### src/inc/pio_defines.svh
`ifndef PIO_DEFINES_SVH
`define PIO_DEFINES_SVH

// ----------------------------------------------------------------
// geometry
// ----------------------------------------------------------------
`define PIO_NUM_PINS 32
`define PIO_HALF_W 16
`define PIO_ADDR_W 12

// ----------------------------------------------------------------
// register offsets in the configuration region
// ----------------------------------------------------------------
`define PIO_OFF_FS_LO 12'hC20
`define PIO_OFF_FS_HI 12'hC22
`define PIO_OFF_DIR_LO 12'hC2A
`define PIO_OFF_DIR_HI 12'hC2C
`define PIO_OFF_LVL_LO 12'hC30
`define PIO_OFF_LVL_HI 12'hC32
`define PIO_OFF_SET_LO 12'hC34
`define PIO_OFF_SET_HI 12'hC36
`define PIO_OFF_CLR_LO 12'hC38
`define PIO_OFF_CLR_HI 12'hC3A
`define PIO_HALF_STEP 12'h002

// ----------------------------------------------------------------
// reset values and fixed routing
// ----------------------------------------------------------------
`define PIO_RST_HALF 16'h0000
`define PIO_RST_WORD 32'h0000_0000
// low-half pins whose interface signal is an output of the chip
`define PIO_ALT_DRIVE_LO 16'h1E1B

`endif

### src/inc/pio_pkg.sv
`default_nettype none

package pio_pkg;

   // register request from the configuration region
   typedef struct packed
   {
      logic wr;
      logic size32;
      logic [11:0] addr;
      logic [31:0] wdata;
   } pio_req_t;

   // per-pin write strobes plus the written bit
   typedef struct packed
   {
      logic fs;
      logic dir;
      logic data;
      logic set;
      logic clr;
      logic val;
   } pio_cell_wr_t;

   typedef enum logic [1:0]
   {
      PIO_ST_IDLE = 2'b01,
      PIO_ST_HIGH = 2'b10
   } pio_state_t;

endpackage

`default_nettype wire

### src/core/pio_pin_cell.sv
`timescale 1ns/1ps
`default_nettype none

module pio_pin_cell
(
   input wire logic core_clk,
   input wire logic srst,
   input wire pio_pkg::pio_cell_wr_t wr,
   input wire logic alt_out,
   input wire logic alt_oe,
   output logic fs,
   output logic dir,
   output logic pin_out,
   output logic pin_oe
);

   logic level;
   logic next_fs;
   logic next_dir;
   logic next_level;
   logic next_pin_out;
   logic next_pin_oe;

   // ----------------------------------------------------------------
   // pin control
   // ----------------------------------------------------------------
   always_comb
   begin
      next_fs = fs;
      next_dir = dir;
      next_level = level;
      if (wr.fs)
      begin
         next_fs = wr.val;
      end
      if (!fs)
      begin
         if (wr.dir)
         begin
            next_dir = wr.val;
         end
         if (dir)
         begin
            // data, set and clear share one output level
            if (wr.data)
            begin
               next_level = wr.val;
            end
            if (wr.set && wr.val)
            begin
               next_level = 1'b1;
            end
            if (wr.clr && wr.val)
            begin
               next_level = 1'b0;
            end
         end
      end
      next_pin_out = next_fs ? alt_out : next_level;
      next_pin_oe = next_fs ? alt_oe : next_dir;
   end

   always_ff @(posedge core_clk)
   begin
      if (srst)
      begin
         // input, pull-up or pull-down terminates the pin
         fs <= 1'b0;
         dir <= 1'b0;
         level <= 1'b0;
         pin_out <= 1'b0;
         pin_oe <= 1'b0;
      end
      else
      begin
         fs <= next_fs;
         dir <= next_dir;
         level <= next_level;
         pin_out <= next_pin_out;
         pin_oe <= next_pin_oe;
      end
   end

endmodule

`default_nettype wire

### src/core/pio_port.sv
`timescale 1ns/1ps
`default_nettype none
`include "pio_defines.svh"

// Function
// - each of the 32 pins has a select bit, 1 gives its interface signal, 0 gives I/O.
// - with select at 1, writes to direction, data, set and clear are ignored; data still reads the pin.
// - with select 0 and direction 0 the pin is an input and data, set, clear writes do nothing.
// - on an output, a 1 written to the clear bit drives the pin low.
// - on an output, a 1 written to the set bit drives the pin high.
// - on an output, writing 0 or 1 to the data bit drives the pin low or high.
// - a read of a data bit always returns the real pin level in every mode.
// - data, set and clear act on one shared output level, so software should use only one.
// - after reset every select bit is 0 and every pin is an undriven input.
// - low select bits 15-13 route to interrupt inputs 8-10, bits 12-9 to DMA acknowledges 0-3.
// - bits 8-5 route to DMA requests 0-3, bits 4-0 to count, address enable, ready, byte high, latch.
// - the control set is ten registers, each of the five controls split in two halves.
// - a 32-bit access is done as two 16-bit accesses, low half first, then high half.

module pio_port
(
   input wire logic core_clk,
   input wire logic srst,
   input wire logic req_valid,
   input wire pio_pkg::pio_req_t req,
   output logic req_ack,
   output logic req_busy,
   output logic [31:0] req_rdata,
   input wire logic [31:0] pin_in,
   output logic [31:0] pin_out,
   output logic [31:0] pin_oe,
   input wire logic [3:0] bus_dma_acknowledge,
   input wire logic bus_terminal_count,
   input wire logic bus_address_enable,
   input wire logic bus_byte_high_enable,
   input wire logic bus_address_latch_enable,
   output logic [10:8] bus_interrupt_input,
   output logic [3:0] bus_dma_request,
   output logic bus_ready_input,
   input wire logic [15:0] hi_func_out,
   input wire logic [15:0] hi_func_oe,
   output logic [15:0] hi_func_in
);

   pio_pkg::pio_state_t state;
   pio_pkg::pio_state_t next_state;
   pio_pkg::pio_req_t hold;
   pio_pkg::pio_req_t next_hold;
   logic next_ack;
   logic next_busy;
   logic [31:0] next_rdata;

   logic op_go;
   logic op_wr;
   logic [11:0] op_addr;
   logic [15:0] op_data;
   logic op_write;
   logic [15:0] rd16;

   logic [31:0] fs_v;
   logic [31:0] dir_v;
   logic [31:0] we_fs;
   logic [31:0] we_dir;
   logic [31:0] we_lvl;
   logic [31:0] we_set;
   logic [31:0] we_clr;
   logic [31:0] wbits;
   logic [31:0] alt_out;
   logic [31:0] alt_oe;

   logic [10:8] next_irq;
   logic [3:0] next_drq;
   logic next_rdy;
   logic [15:0] next_hi_in;

   // ----------------------------------------------------------------
   // access sequencing
   // ----------------------------------------------------------------
   // a 32-bit request becomes two half accesses on consecutive cycles
   always_comb
   begin
      op_go = 1'b0;
      op_wr = req.wr;
      op_addr = req.addr;
      op_data = req.wdata[15:0];
      case (state)
         pio_pkg::PIO_ST_IDLE:
         begin
            op_go = req_valid;
         end
         pio_pkg::PIO_ST_HIGH:
         begin
            op_go = 1'b1;
            op_wr = hold.wr;
            op_addr = hold.addr + `PIO_HALF_STEP;
            op_data = hold.wdata[31:16];
         end
         default:
         begin
            op_go = 1'b0;
         end
      endcase
   end

   always_comb
   begin
      next_state = state;
      next_hold = hold;
      next_ack = 1'b0;
      next_rdata = req_rdata;
      case (state)
         pio_pkg::PIO_ST_IDLE:
         begin
            if (req_valid)
            begin
               next_hold = req;
               next_rdata = {`PIO_RST_HALF, rd16};
               if (req.size32)
               begin
                  next_state = pio_pkg::PIO_ST_HIGH;
               end
               else
               begin
                  next_ack = 1'b1;
               end
            end
         end
         pio_pkg::PIO_ST_HIGH:
         begin
            // low half was done first, high half completes the word
            next_rdata = {rd16, req_rdata[15:0]};
            next_ack = 1'b1;
            next_state = pio_pkg::PIO_ST_IDLE;
         end
         default:
         begin
            next_state = pio_pkg::PIO_ST_IDLE;
         end
      endcase
      next_busy = (next_state == pio_pkg::PIO_ST_HIGH);
   end

   always_ff @(posedge core_clk)
   begin
      if (srst)
      begin
         state <= pio_pkg::PIO_ST_IDLE;
         hold <= '0;
         req_ack <= 1'b0;
         req_busy <= 1'b0;
         req_rdata <= `PIO_RST_WORD;
      end
      else
      begin
         state <= next_state;
         hold <= next_hold;
         req_ack <= next_ack;
         req_busy <= next_busy;
         req_rdata <= next_rdata;
      end
   end

   // ----------------------------------------------------------------
   // read decode
   // ----------------------------------------------------------------
   // set and clear are write-only and read as zero, as does any
   // offset outside the register set
   always_comb
   begin
      case (op_addr)
         `PIO_OFF_FS_LO:
         begin
            rd16 = fs_v[15:0];
         end
         `PIO_OFF_FS_HI:
         begin
            rd16 = fs_v[31:16];
         end
         `PIO_OFF_DIR_LO:
         begin
            rd16 = dir_v[15:0];
         end
         `PIO_OFF_DIR_HI:
         begin
            rd16 = dir_v[31:16];
         end
         `PIO_OFF_LVL_LO:
         begin
            rd16 = pin_in[15:0];
         end
         `PIO_OFF_LVL_HI:
         begin
            rd16 = pin_in[31:16];
         end
         default:
         begin
            rd16 = `PIO_RST_HALF;
         end
      endcase
   end

   // ----------------------------------------------------------------
   // write decode
   // ----------------------------------------------------------------
   always_comb
   begin
      op_write = op_go && op_wr;
      we_fs = {{16{op_write && (op_addr == `PIO_OFF_FS_HI)}},
               {16{op_write && (op_addr == `PIO_OFF_FS_LO)}}};
      we_dir = {{16{op_write && (op_addr == `PIO_OFF_DIR_HI)}},
                {16{op_write && (op_addr == `PIO_OFF_DIR_LO)}}};
      we_lvl = {{16{op_write && (op_addr == `PIO_OFF_LVL_HI)}},
                {16{op_write && (op_addr == `PIO_OFF_LVL_LO)}}};
      we_set = {{16{op_write && (op_addr == `PIO_OFF_SET_HI)}},
                {16{op_write && (op_addr == `PIO_OFF_SET_LO)}}};
      we_clr = {{16{op_write && (op_addr == `PIO_OFF_CLR_HI)}},
                {16{op_write && (op_addr == `PIO_OFF_CLR_LO)}}};
      wbits = {op_data, op_data};
   end

   // ----------------------------------------------------------------
   // interface signal routing
   // ----------------------------------------------------------------
   always_comb
   begin
      alt_out = `PIO_RST_WORD;
      alt_out[12] = bus_dma_acknowledge[0];
      alt_out[11] = bus_dma_acknowledge[1];
      alt_out[10] = bus_dma_acknowledge[2];
      alt_out[9] = bus_dma_acknowledge[3];
      alt_out[4] = bus_terminal_count;
      alt_out[3] = bus_address_enable;
      alt_out[1] = bus_byte_high_enable;
      alt_out[0] = bus_address_latch_enable;
      alt_out[31:16] = hi_func_out;
      alt_oe = {hi_func_oe, `PIO_ALT_DRIVE_LO};
   end

   // inputs to the bus controller read zero while the pin is I/O
   always_comb
   begin
      next_irq[8] = fs_v[15] & pin_in[15];
      next_irq[9] = fs_v[14] & pin_in[14];
      next_irq[10] = fs_v[13] & pin_in[13];
      next_drq[0] = fs_v[8] & pin_in[8];
      next_drq[1] = fs_v[7] & pin_in[7];
      next_drq[2] = fs_v[6] & pin_in[6];
      next_drq[3] = fs_v[5] & pin_in[5];
      next_rdy = fs_v[2] & pin_in[2];
      next_hi_in = fs_v[31:16] & pin_in[31:16];
   end

   always_ff @(posedge core_clk)
   begin
      if (srst)
      begin
         bus_interrupt_input <= 3'h0;
         bus_dma_request <= 4'h0;
         bus_ready_input <= 1'b0;
         hi_func_in <= `PIO_RST_HALF;
      end
      else
      begin
         bus_interrupt_input <= next_irq;
         bus_dma_request <= next_drq;
         bus_ready_input <= next_rdy;
         hi_func_in <= next_hi_in;
      end
   end

   // ----------------------------------------------------------------
   // pin cells
   // ----------------------------------------------------------------
   genvar gi;
   generate
      for (gi = 0; gi < `PIO_NUM_PINS; gi = gi + 1)
      begin : g_pin
         pio_pkg::pio_cell_wr_t cell_wr;

         always_comb
         begin
            cell_wr.fs = we_fs[gi];
            cell_wr.dir = we_dir[gi];
            cell_wr.data = we_lvl[gi];
            cell_wr.set = we_set[gi];
            cell_wr.clr = we_clr[gi];
            cell_wr.val = wbits[gi];
         end

         pio_pin_cell u_cell
         (
            .core_clk(core_clk),
            .srst(srst),
            .wr(cell_wr),
            .alt_out(alt_out[gi]),
            .alt_oe(alt_oe[gi]),
            .fs(fs_v[gi]),
            .dir(dir_v[gi]),
            .pin_out(pin_out[gi]),
            .pin_oe(pin_oe[gi])
         );
      end
   endgenerate

endmodule

`default_nettype wire

### config.mk
export PLATFORM = sky130hd
export DESIGN_NAME = pio_port
export DESIGN_NICKNAME = d
export VERILOG_FILES = /design/src/inc/pio_pkg.sv /design/src/core/pio_pin_cell.sv /design/src/core/pio_port.sv
export VERILOG_INCLUDE_DIRS = /design/src /design/src/inc
export SDC_FILE = /design/constraint.sdc
export NUM_CORES = 1
export LEC_CHECK = 0
export BUFFER_PORTS_ARGS = -buffer_cell sky130_fd_sc_hd__buf_2
export CORE_MARGIN = 5
export CORE_UTILIZATION = 50
export CTS_BUF_LIST = sky130_fd_sc_hd__clkbuf_2
export CTS_CLUSTER_DIAMETER = 100
export DETAILED_ROUTE_END_ITERATION = 6
export GPL_TIMING_DRIVEN = 0
export PLACE_DENSITY = 0.85
export SETUP_SLACK_MARGIN = 0.15
export SLEW_MARGIN = 40
export SYNTH_ARGS = -nofsm -noshare
export SYNTH_HDL_FRONTEND = slang
export SYNTH_SLANG_ARGS = --single-unit
### constraint.sdc
create_clock -name core_clk -period 3.5 [get_ports core_clk]
set_input_delay 0 -clock core_clk [delete_from_list [all_inputs] [get_ports core_clk]]
set_output_delay 0 -clock core_clk [all_outputs]
set_load 0.01 [all_outputs]
# [Word level (Yosys, flattened, before mapping)]
# Index checks and enable logic that the tools add are counted.
[word_totals] output_inout_bits=122 input_bits=121 reg_bits=265 elab_cells=601
[classes] bitwise_logic=10 n_mux=317 n_eq_ne=14 add_sub_neg=1 reduce_logical=87
[ops] operator="$mux 1" count=307
[ops] operator="$eq 12x12->1 const B" count=10
[ops] operator="$pmux 16 s6" count=1
[ops] operator="$logic_and 1x1->1" count=75
[ops] operator="$pmux 32 s2" count=1
[ops] operator="$mux 32" count=1
[ops] operator="$and 16x16->16" count=1
[ops] operator="$mux 16" count=1
[ops] operator="$reduce_or 2->1" count=8
[ops] operator="$add 12x2->12 const B" count=1
[ops] operator="$mux 12" count=1
[ops] operator="$and 1x1->1" count=8
[ops] operator="$mux 2" count=3
[ops] operator="$eq 2x2->1 const B" count=2
[ops] operator="$pmux 1 s2" count=2
[ops] operator="$reduce_and 2->1" count=2
[ops] operator="$reduce_and 3->1" count=1
[ops] operator="$eq 2x1->1 const B" count=1
[ops] operator="$ne 2x2->1 const B" count=1
[ops] operator="$reduce_bool 2->1" count=1
[ops] operator="$not 1->1" count=1

# [Longest topological paths before layout]
# Gate-level depths: netlist of the first run.
[depth] word_depth=10 depth_mapped=13 ltp_nobuf=9

# [By module]
# From an unflattened synthesis of the first run, not the netlist that was laid out.
[unflattened] hier_cells=1241 hier_area_um2=11472.3
[by_module_without_submodules] mod="pio_pin_cell" area_each_um2=212.7 instances=32 seq_area_each_um2=100.1 cells_per_inst=20
[by_module_without_submodules] mod="pio_port" area_each_um2=4665.7 instances=1 seq_area_each_um2=1781.7 cells_per_inst=601

# [Least setup slack after synthesis of the first run]
# No wires, ideal clock.
[synth_path] path_kind="reg-to-reg" from="reg state[0]" to="reg g_pin[21].u_cell.pin_oe" setup_ns=0.121 t_required_ns=3.379 n_path_buf=3 stages_incl_launch_ff=13 arrival_ns=2.433 setup_slack_ns=0.947 synth_period_minus_slack_ns=2.553 cell_sequence="dfxtp_1 -> inv_1 -> ha_1 -> buf_2 -> nand4b_1 -> a21oi_1 -> o211a_1 -> buf_4 -> clkbuf_1 -> nand3_1 -> nor3_1 -> or2_1 -> mux2_2"
[synth_via] elab_chain_cells=7 elab_cells_between_ends=15 classes_between="4 x eq/ne; 8 x mux; 3 x reduce/logical"
[synth_lines] element="start: declaration" line="pio_port.sv:45" rtl="pio_pkg::pio_state_t state;"
[synth_lines] element="start signal: assignment" line="pio_port.sv:147" rtl="state <= pio_pkg::PIO_ST_IDLE;"
[synth_lines] element="start signal: assignment" line="pio_port.sv:155" rtl="state <= next_state;"
[synth_lines] element="$eq 2x2->1 / $eq 2x1->1 (equally long branches)" line="pio_port.sv:86" rtl="case (state)"
[synth_lines] element="$mux 12, or another cell as far along" line="pio_port.sv:86"
[synth_lines] element="$eq 12x12->1 / $logic_and 1x1->1 (equally long branches)"
[synth_lines] element="$logic_and 1x1->1" line="pio_port.sv:210" rtl="we_dir = {{16{op_write && (op_addr == `PIO_OFF_DIR_HI)}},"
[synth_lines] element="$mux 1" line="pio_pin_cell.sv:38" rtl="if (wr.dir)"
[synth_lines] element="$mux 1" line="pio_pin_cell.sv:36" rtl="if (!fs)"
[synth_lines] element="$mux 1 *" line="pio_pin_cell.sv:60" rtl="next_pin_oe = next_fs ? alt_oe : next_dir;"
[synth_lines] element="end signal: assignment" line="pio_pin_cell.sv:80" rtl="pin_oe <= next_pin_oe;"
[synth_lines] element="end: declaration" line="pio_pin_cell.sv:14" rtl="output logic pin_oe"
# Mark *: on every way between the ends. The rest lies on a longest branch, timed or not.
# A chain may end at the register's enable or synchronous reset.

# [Final worst setup path of the first run]
[layout_path] from="reg state[0]" to="reg g_pin[26].u_cell.pin_oe"
[layout_via] elab_chain_cells=7 elab_cells_between_ends=15 classes_between="4 x eq/ne; 8 x mux; 3 x reduce/logical"
[layout_lines] element="$eq 2x2->1 / $eq 2x1->1 (equally long branches)" line="pio_port.sv:86"
[layout_lines] element="$mux 12, or another cell as far along" line="pio_port.sv:86"
[layout_lines] element="$eq 12x12->1 / $logic_and 1x1->1 (equally long branches)"
[layout_lines] element="$logic_and 1x1->1" line="pio_port.sv:210"
[layout_lines] element="$mux 1" line="pio_pin_cell.sv:38"
[layout_lines] element="$mux 1" line="pio_pin_cell.sv:36"
[layout_lines] element="$mux 1 *" line="pio_pin_cell.sv:60"
[layout_lines] element="end signal: assignment" line="pio_pin_cell.sv:80"
[layout_lines] element="end: declaration" line="pio_pin_cell.sv:14"
# Marked as above.

==> results of run 1 <==
==> layout make-up <==
| cell class | count | area (um2) | area share [%] |
|---|---|---|---|
| Clock inverter | 28 | 137.6 | 0.8279 |
| Multi-Input combinational cell | 980 | 6339 | 38.13 |
| Sequential cell | 249 | 4986 | 29.99 |
| Inverter | 7 | 26.28 | 0.1581 |
| Buffer | 168 | 991.0 | 5.961 |
| Tap cell | 324 | 405.4 | 2.439 |
| Clock buffer | 89 | 445.4 | 2.680 |
| Timing Repair Buffer | 450 | 3281 | 19.74 |
| Antenna cell | 5 | 12.51 | 0.07527 |
==> cells by family after synthesis <==
group / synth area share, %
simple gates: 21.04
xor+xnor: 0.3592
compound gates: 24.84
mux: 4.453
flops: 40.87
buf+inv: 8.126
fa+ha+maj: 0.3078
==> stage by stage <==
step | instances | area [um2] | hold WS, ns | power, mW | utilization, %
6_report | 2300 | 16620 | 0.01524 | 5.737 | 68.76
5_1_grt | 2300 | 16620 | -0.008233 | 5.923 | 68.76
4_1_cts | 2293 | 16470 | 0.0002265 | 5.629 | 68.13
3_5_place_dp | 1970 | 13820 | 0.2341 | 3.451 | 57.18
3_3_place_gp | 1970 | 13810 | 0.2307 | 3.444 | 57.13
2_1_floorplan | 1404 | 12200 | 0.1220 | 3.212 | -
==> cells in the mapped netlist (all sizes together), types with 6 or more instances <==
cell type,instances,area [um2]
a2111oi,10,106.4
a211o,10,87.58
a211oi,18,152.7
a21o,18,135.1
a21oi,118,594.3
a22oi,67,503.0
a311oi,17,148.9
a31oi,26,162.7
and2,15,93.84
and3,36,225.2
buf,109,743.2
clkbuf,59,221.5
dfxtp,249,4985
inv,7,26.28
mux2,34,382.9
mux2i,16,160.2
nand2,139,521.8
nand2b,32,200.2
nand3,53,270.3
nand4,6,65.06
nor2,64,247.7
nor2b,19,118.9
nor3,45,235.2
nor4,23,210.2
o211ai,10,80.07
o21a,18,135.1
o21ai,23,118.9
o21bai,15,112.6
o22ai,8,50.05
o311a,16,160.2
o31a,9,78.83
o31ai,40,300.3
or2,16,100.1
or3,31,193.9
==> worst min-delay path by stage <==
stage                               start                  endpoint  slack (ns)  cells past startpoint
after global routing       hi_func_out[5]  g_pin[21].u_cell.pin_out      -0.008                      4
after global placement          pin_in[9]              req_rdata[9]        0.23                      3
final                     hi_func_out[10]  g_pin[26].u_cell.pin_out        0.02                      4
after CTS                      pin_in[16]              req_rdata[0]      0.0002                      4
after floorplan                pin_in[16]              req_rdata[0]        0.12                      2
after detailed placement        pin_in[9]              req_rdata[9]        0.23                      3
==> power groups by stage <==
stage / clock (mW) / combinational, mW / sequential, mW
2_1_floorplan: 0 / 0.271 / 2.94
3_3_place_gp: 0 / 0.495 / 2.95
3_5_place_dp: 0 / 0.500 / 2.95
4_1_cts: 2.06 / 0.683 / 2.89
5_1_grt: 2.25 / 0.779 / 2.89
6_report: 2.09 / 0.751 / 2.89
==> routing by layer <==
metal | vias to the layer above | part of all wire [%]
met4 | 6 | 6.1
li1 | 6229 | -
met2 | 1214 | 45
met3 | 305 | 13
met5 | - | 0.051
met1 | 6783 | 36
==> flip-flops by register name, indices dropped and copies added, names as in the netlist <==
register,count
req_ack,1
state,2
bus_ready_input,1
bus_dma_request,4
g_pin.u_cell.fs,32
g_pin.u_cell.level,32
g_pin.u_cell.pin_oe,32
g_pin.u_cell.pin_out,32
g_pin.u_cell.dir,32
req_busy,1
hold,29
req_rdata,32
hi_func_in,16
bus_interrupt_input,3
==> worst reg2reg max path: stages (launching register included) <==
cell and delay (ns):
dfxtp_1 0.35, inv_1 0.06, ha_1 0.20, buf_2 0.25, buf_2 0.28, buf_2 0.41
mux2i_1 0.74, nand3_1 0.16, nor3_1 0.24, or2_1 0.20, mux2_2 0.35
==> what timing repair did <==
action,CTS,global route
endpoints found under the hold margin,225,0
pin swaps,3,1
buffers inserted,3,2
hold buffers,203,0
endpoints found under the setup margin,14,93
resized for setup,4,42
==> flow_summary_export.csv, run 1 <==
group,metric,value,unit
sta,tightest_slew,0.9089,ns
worst_setup_path,r2r_cells,10,
final_layout,final_cell_mix,"buf_2, dfxtp_1, dlygate4sd3_1, nand2_1, a21oi_1",
power,power_frac_seq,50.4,%
worst_setup_path,cp_top_family,"multiplexers",
worst_setup_path,crit_chain,"inv_1 -> ha_1 -> buf_2 -> buf_2 -> buf_2 -> mux2i_1 -> nand3_1 -> nor3_1 -> or2_1 -> mux2_2",
worst_setup_path,path_max_fanout,10,
placement,port_buffers,242,
routing,drt-total-wl,56420,um
clocking,clk_pin_slew,0.11,ns
grt,overflow,0,
die,die_h,166.2,um
routing,viasPerCell,6.320,
worst_setup_path,crit_end,"g_pin[26].u_cell.pin_oe",
clocking,clkLatencyLatePin,0.86,ns
worst_setup_path,crit_cells,10,
routing,drt_iter0_markers,2288,
routing,vias,14540,
yosys,yosys_warnings,0,
grt,use_met1,46.12,%
worst_setup_path,worst_ep_arrival_time,4.09,ns
die,dieArea,27610,um2
power,clkPwrFrac,36.5,%
power,peakVddDrop,219.3,uV
placement,gp_congestion,1.045,
sta,fin_crit_sh,95.36,%
sta,hold_viol,0,
yosys,synthFlopType,"dfxtp_1",
sta,rsz0062_at_grt,"yes",
run_status,run_status,"completed",
grt,grtUsageTotal,38.87,%
yosys,avgSynthCellArea,8.686,um2
worst_setup_path,critPathRequiredTime,4.25,ns
worst_setup_path,r2r_end,"g_pin[26].u_cell.pin_oe",
final_layout,drive_gt1_share,27.30,%
worst_setup_path,start_kind,"register",
worst_setup_path,crit_path_frequent_cell,"buf_2",
clocking,cts_tree,"built",
clocking,cts_made_buffers,66,
yosys,synth_cell_type_count,71,
sta,max_freq,0.2996,GHz
grt,use_met2,63.00,%
yosys,ys_ff_latch,249,
clocking,root_buffer,"clkbuf_2",
worst_setup_path,worst_setup_path_end_kind,"register",
run,cap_viol_max_count,0,
grt,grt_pass1_wl,84660,um
grt,antenna_found_initial,8,
sta,finalSetupViolations,0,
worst_setup_path,slowest_stage,"mux2i_1",
grt,grt_pass1_vias,14460,
sta,fin_crit,3.338,ns
worst_setup_path,critical_path.n_buffers_inverters,4,
clocking,clk_path_buf_depth,3,
yosys,synthArstFlopShare,0,%
final_layout,syn2layout_area_growth,36.31,%
yosys,synth_nets,1528,
placement,dpl.hpwl,37230,um
power,comb_power_share,13.1,%
placement,place_ws,0.003390,ns
die,start_util,50.44,%
worst_hold_path,hold_class,"in2reg",
sta,fin_tns_setup,0,ns
final_layout,mostFrequentLayoutCell,"buf_2",
die,placementRows,57,
clocking,cts_max_level,3,
sta,finalClockSkew,0.07872,ns
power,p_int,3.941,mW
grt,grt_max_degree,11,
routing,wl_per_cell,24.53,um
grt,top_usage_layer,"met2",
worst_setup_path,path_class,"reg2reg",
sta,slew_headroom,39.41,%
routing,ant_nets,0,
yosys,syn_inst,1404,
power,swShare,31.30,%
power,p_switching,1.796,mW
die,fp.dieW,166.2,um
die,core_area,24180,um2
sta,drv_slew,0,
final_layout,nNetsFinal,2046,
worst_setup_path,r2r-start,"state[0]",
power,p_leak,7.092,nW
yosys,synth-edff-count,0,
worst_setup_path,crit_start,"state[0]",
worst_setup_path,max_stage_delay,0.74,ns
sta,finalWorstSetupSlack,0.1623,ns
final_layout,nFillCells,1841,
die,io_pins,243,
worst_setup_path,r2r_slack,0.16,ns
power,power_density,345.1,nW/um2
routing,first_pass_iters,6,
yosys,syn-cell-area,12200,um2
routing,drc,0,
grt,grt_use_met3,12.14,%
clocking,cts.sinks,249,
yosys,seq_area_frac_synth,40.87,%
Note: power is estimated with default switching activity, not from simulation.
==> run 2, diff against run 1 <==
--- a/config.mk
+++ b/config.mk
@@ -6,10 +6,11 @@
 export SDC_FILE = /design/constraint.sdc
 export NUM_CORES = 1
 export LEC_CHECK = 0
+export ABC_AREA = 1
 export BUFFER_PORTS_ARGS = -buffer_cell sky130_fd_sc_hd__buf_2
 export CORE_MARGIN = 5
 export CORE_UTILIZATION = 50
-export CTS_BUF_LIST = sky130_fd_sc_hd__clkbuf_2
+export CTS_BUF_LIST = sky130_fd_sc_hd__clkbuf_8
 export CTS_CLUSTER_DIAMETER = 100
 export DETAILED_ROUTE_END_ITERATION = 6
 export GPL_TIMING_DRIVEN = 0
==> flow_summary_export.csv, run 2 <==
group,metric,value,unit
run_status,run_status,"completed",
clocking,cts_setup_buffers,0,
yosys,synthArstFlopShare,0,%
sta,fin_crit,3.347,ns
sta,hold_viol,0,
yosys,synth_top_cell_by_area,"dfxtp_1",
die,placementRows,55,
die,core_area,22710,um2
grt,grt_pass1_wl,69180,um
final_layout,syn2layout_area_growth,29.76,%
clocking,clk_pin_slew,0.07,ns
placement,dpl.hpwl,31990,um
die,fp.dieW,162.2,um
worst_setup_path,path_class,"reg2reg",
power,power_density,411.3,nW/um2
routing,wl_per_cell,18.78,um
clocking,cts_tree,"built",
run,cap_viol_max_count,0,
worst_hold_path,hold_class,"in2reg",
placement,place_ws,0.2163,ns
power,power_frac_seq,46.8,%
sta,fin_crit_sh,95.63,%
yosys,syn-cell-area,11590,um2
die,dieArea,26320,um2
yosys,avgSynthCellArea,6.675,um2
clocking,cts_max_level,2,
routing,ant_nets,0,
yosys,seq_area_frac_synth,43.01,%
yosys,synth_area_leaders,"dfxtp_1, nand2_1, a21oi_1",
final_layout,final_util,66.21,%
power,p_total,6.184,mW
yosys,synth_nets,1860,
grt,grt_max_degree,11,
power,clkPwrFrac,45.0,%
yosys,yosys_warnings,0,
worst_setup_path,critPathRequiredTime,3.95,ns
routing,viasPerCell,5.448,
power,peakVddDrop,305.7,uV
final_layout,final_cell_mix,"nand2_1, buf_2, dfxtp_1, inv_1, nor2_1",
placement,placed_cells,2262,
yosys,yosysMostFrequentCell,"nand2_1",
die,die_h,162.2,um
clocking,cts.sinks,249,
yosys,synth-edff-count,0,
sta,finalClockSkew,0.01889,ns
routing,drt-total-wl,45700,um
final_layout,mostFrequentLayoutCell,"nand2_1",
final_layout,nNetsFinal,2242,
yosys,syn_inst,1736,
sta,fin_tns_setup,0,ns
yosys,synthTopCellsByCount,"nand2_1, dfxtp_1, inv_1",
grt,overflow,0,
sta,drv_slew,0,
routing,drt_iter0_markers,1917,
worst_setup_path,path_max_fanout,10,
worst_setup_path,worst_ep_arrival_time,3.80,ns
sta,tightest_slew,0.9282,ns
final_layout,diodes,0,
yosys,ys_ff_latch,249,
worst_setup_path,start_kind,"register",
placement,port_buffers,241,
die,io_pins,243,
power,comb_power_share,8.2,%
yosys,synthFlopType,"dfxtp_1",
sta,slew_headroom,37.70,%
yosys,yosysTopAreaCellShare,43.01,%
grt,grtUsageTotal,33.63,%
grt,grt_pass1_vias,12960,
clocking,root_buffer,"clkbuf_8",
final_layout,fin_cells,2433,
grt,antenna_found_initial,0,
final_layout,nFillCells,1941,
routing,first_pass_iters,6,
die,start_util,51.03,%
power,p_switching,1.590,mW
routing,vias,13260,
sta,rsz0062_at_grt,"yes",
yosys,synth_cell_type_count,28,
power,swShare,25.71,%
sta,finalWorstSetupSlack,0.1530,ns
placement,gp_congestion,1.003,
clocking,cts_made_buffers,42,
clocking,clkLatencyLatePin,0.55,ns
clocking,clk_path_buf_depth,3,
power,p_int,4.594,mW
power,p_leak,7.221,nW
worst_setup_path,worst_setup_path_end_kind,"register",
sta,max_freq,0.2988,GHz
final_layout,drive_gt1_share,20.16,%
sta,finalSetupViolations,0,
routing,drc,0,
[run 2: power groups by stage]
stage / clock (mW) / sequential [mW] / combinational (mW)
final: 2.78 / 2.89 / 0.508
after global routing: 2.90 / 2.89 / 0.540
after CTS: 2.77 / 2.89 / 0.481
after detailed placement: 0 / 2.95 / 0.395
after global placement: 0 / 2.95 / 0.389
after floorplan: 0 / 2.95 / 0.196
[run 2: critical path: stages, from the launching register on]
cell and delay, ns:
dfxtp_1 0.33, inv_1 0.06, ha_1 0.20, buf_2 0.20
or2_0 0.25, o21ai_2 0.12, nand2_1 0.16, nor3_2 0.47
nand2_1 0.23, nor2_2 0.31, buf_2 0.39, nand2_1 0.09
nand2_1 0.08, nand3_1 0.10, a21oi_1 0.27
[run 2: layer usage]
layer	vias to the layer above	wire, um	GRT usage [%]
li1	6172	-	-
met1	5946	16630	39.80
met2	923	20360	54.59
met3	215	5508	9.211
met4	0	3199	20.03
met5	-	0	0
[run 2: kinds of logic after synthesis]
kind of cell / after synthesis / share of synthesized area [%]
simple gates: 828 / 29.38
xor+xnor: 1 / 0.07559
fa+ha+maj: 3 / 0.3239
buf+inv: 337 / 13.27
flops: 249 / 43.01
compound gates: 318 / 13.94
[run 2: worst paths after layout]
| kind | start | end | slack [ns] | depth (start not counted) |
|---|---|---|---|---|
| min reg2reg | g_pin[6].u_cell.fs | bus_dma_request[2] | 0.44 | 2 |
| min | req[8] | g_pin[24].u_cell.dir | 0.06 | 5 |
| max | state[0] | g_pin[29].u_cell.pin_oe | 0.15 | 14 |
| max reg2reg | state[0] | g_pin[29].u_cell.pin_oe | 0.15 | 14 |
[run 2: cell type report]
class	count	area (um2)	share of cell area, %
multi-input combinational	1150	5084	33.81
sequential	249	4985	33.15
timing repair buffer	338	2177	14.48
buffer	132	782.0	5.201
inverter	205	769.5	5.117
clock buffer	51	701.9	4.668
tap	285	356.6	2.371
clock inverter	23	181.4	1.207
[run 2: timing repair]
item                                   CTS  global route
hold buffers                            97             0
endpoints found under the hold margin  103             0
setup endpoints to repair                0            52
resized for setup                        0            23
[run 2: through the flow]
stage | cell area, um2 | hold slack (ns)
after floorplan | 11590 | 0.1138
after global placement | 13150 | 0.2324
after detailed placement | 13150 | 0.2328
after CTS | 15010 | 0.01419
after global routing | 15040 | 0.04886
final | 15040 | 0.06186
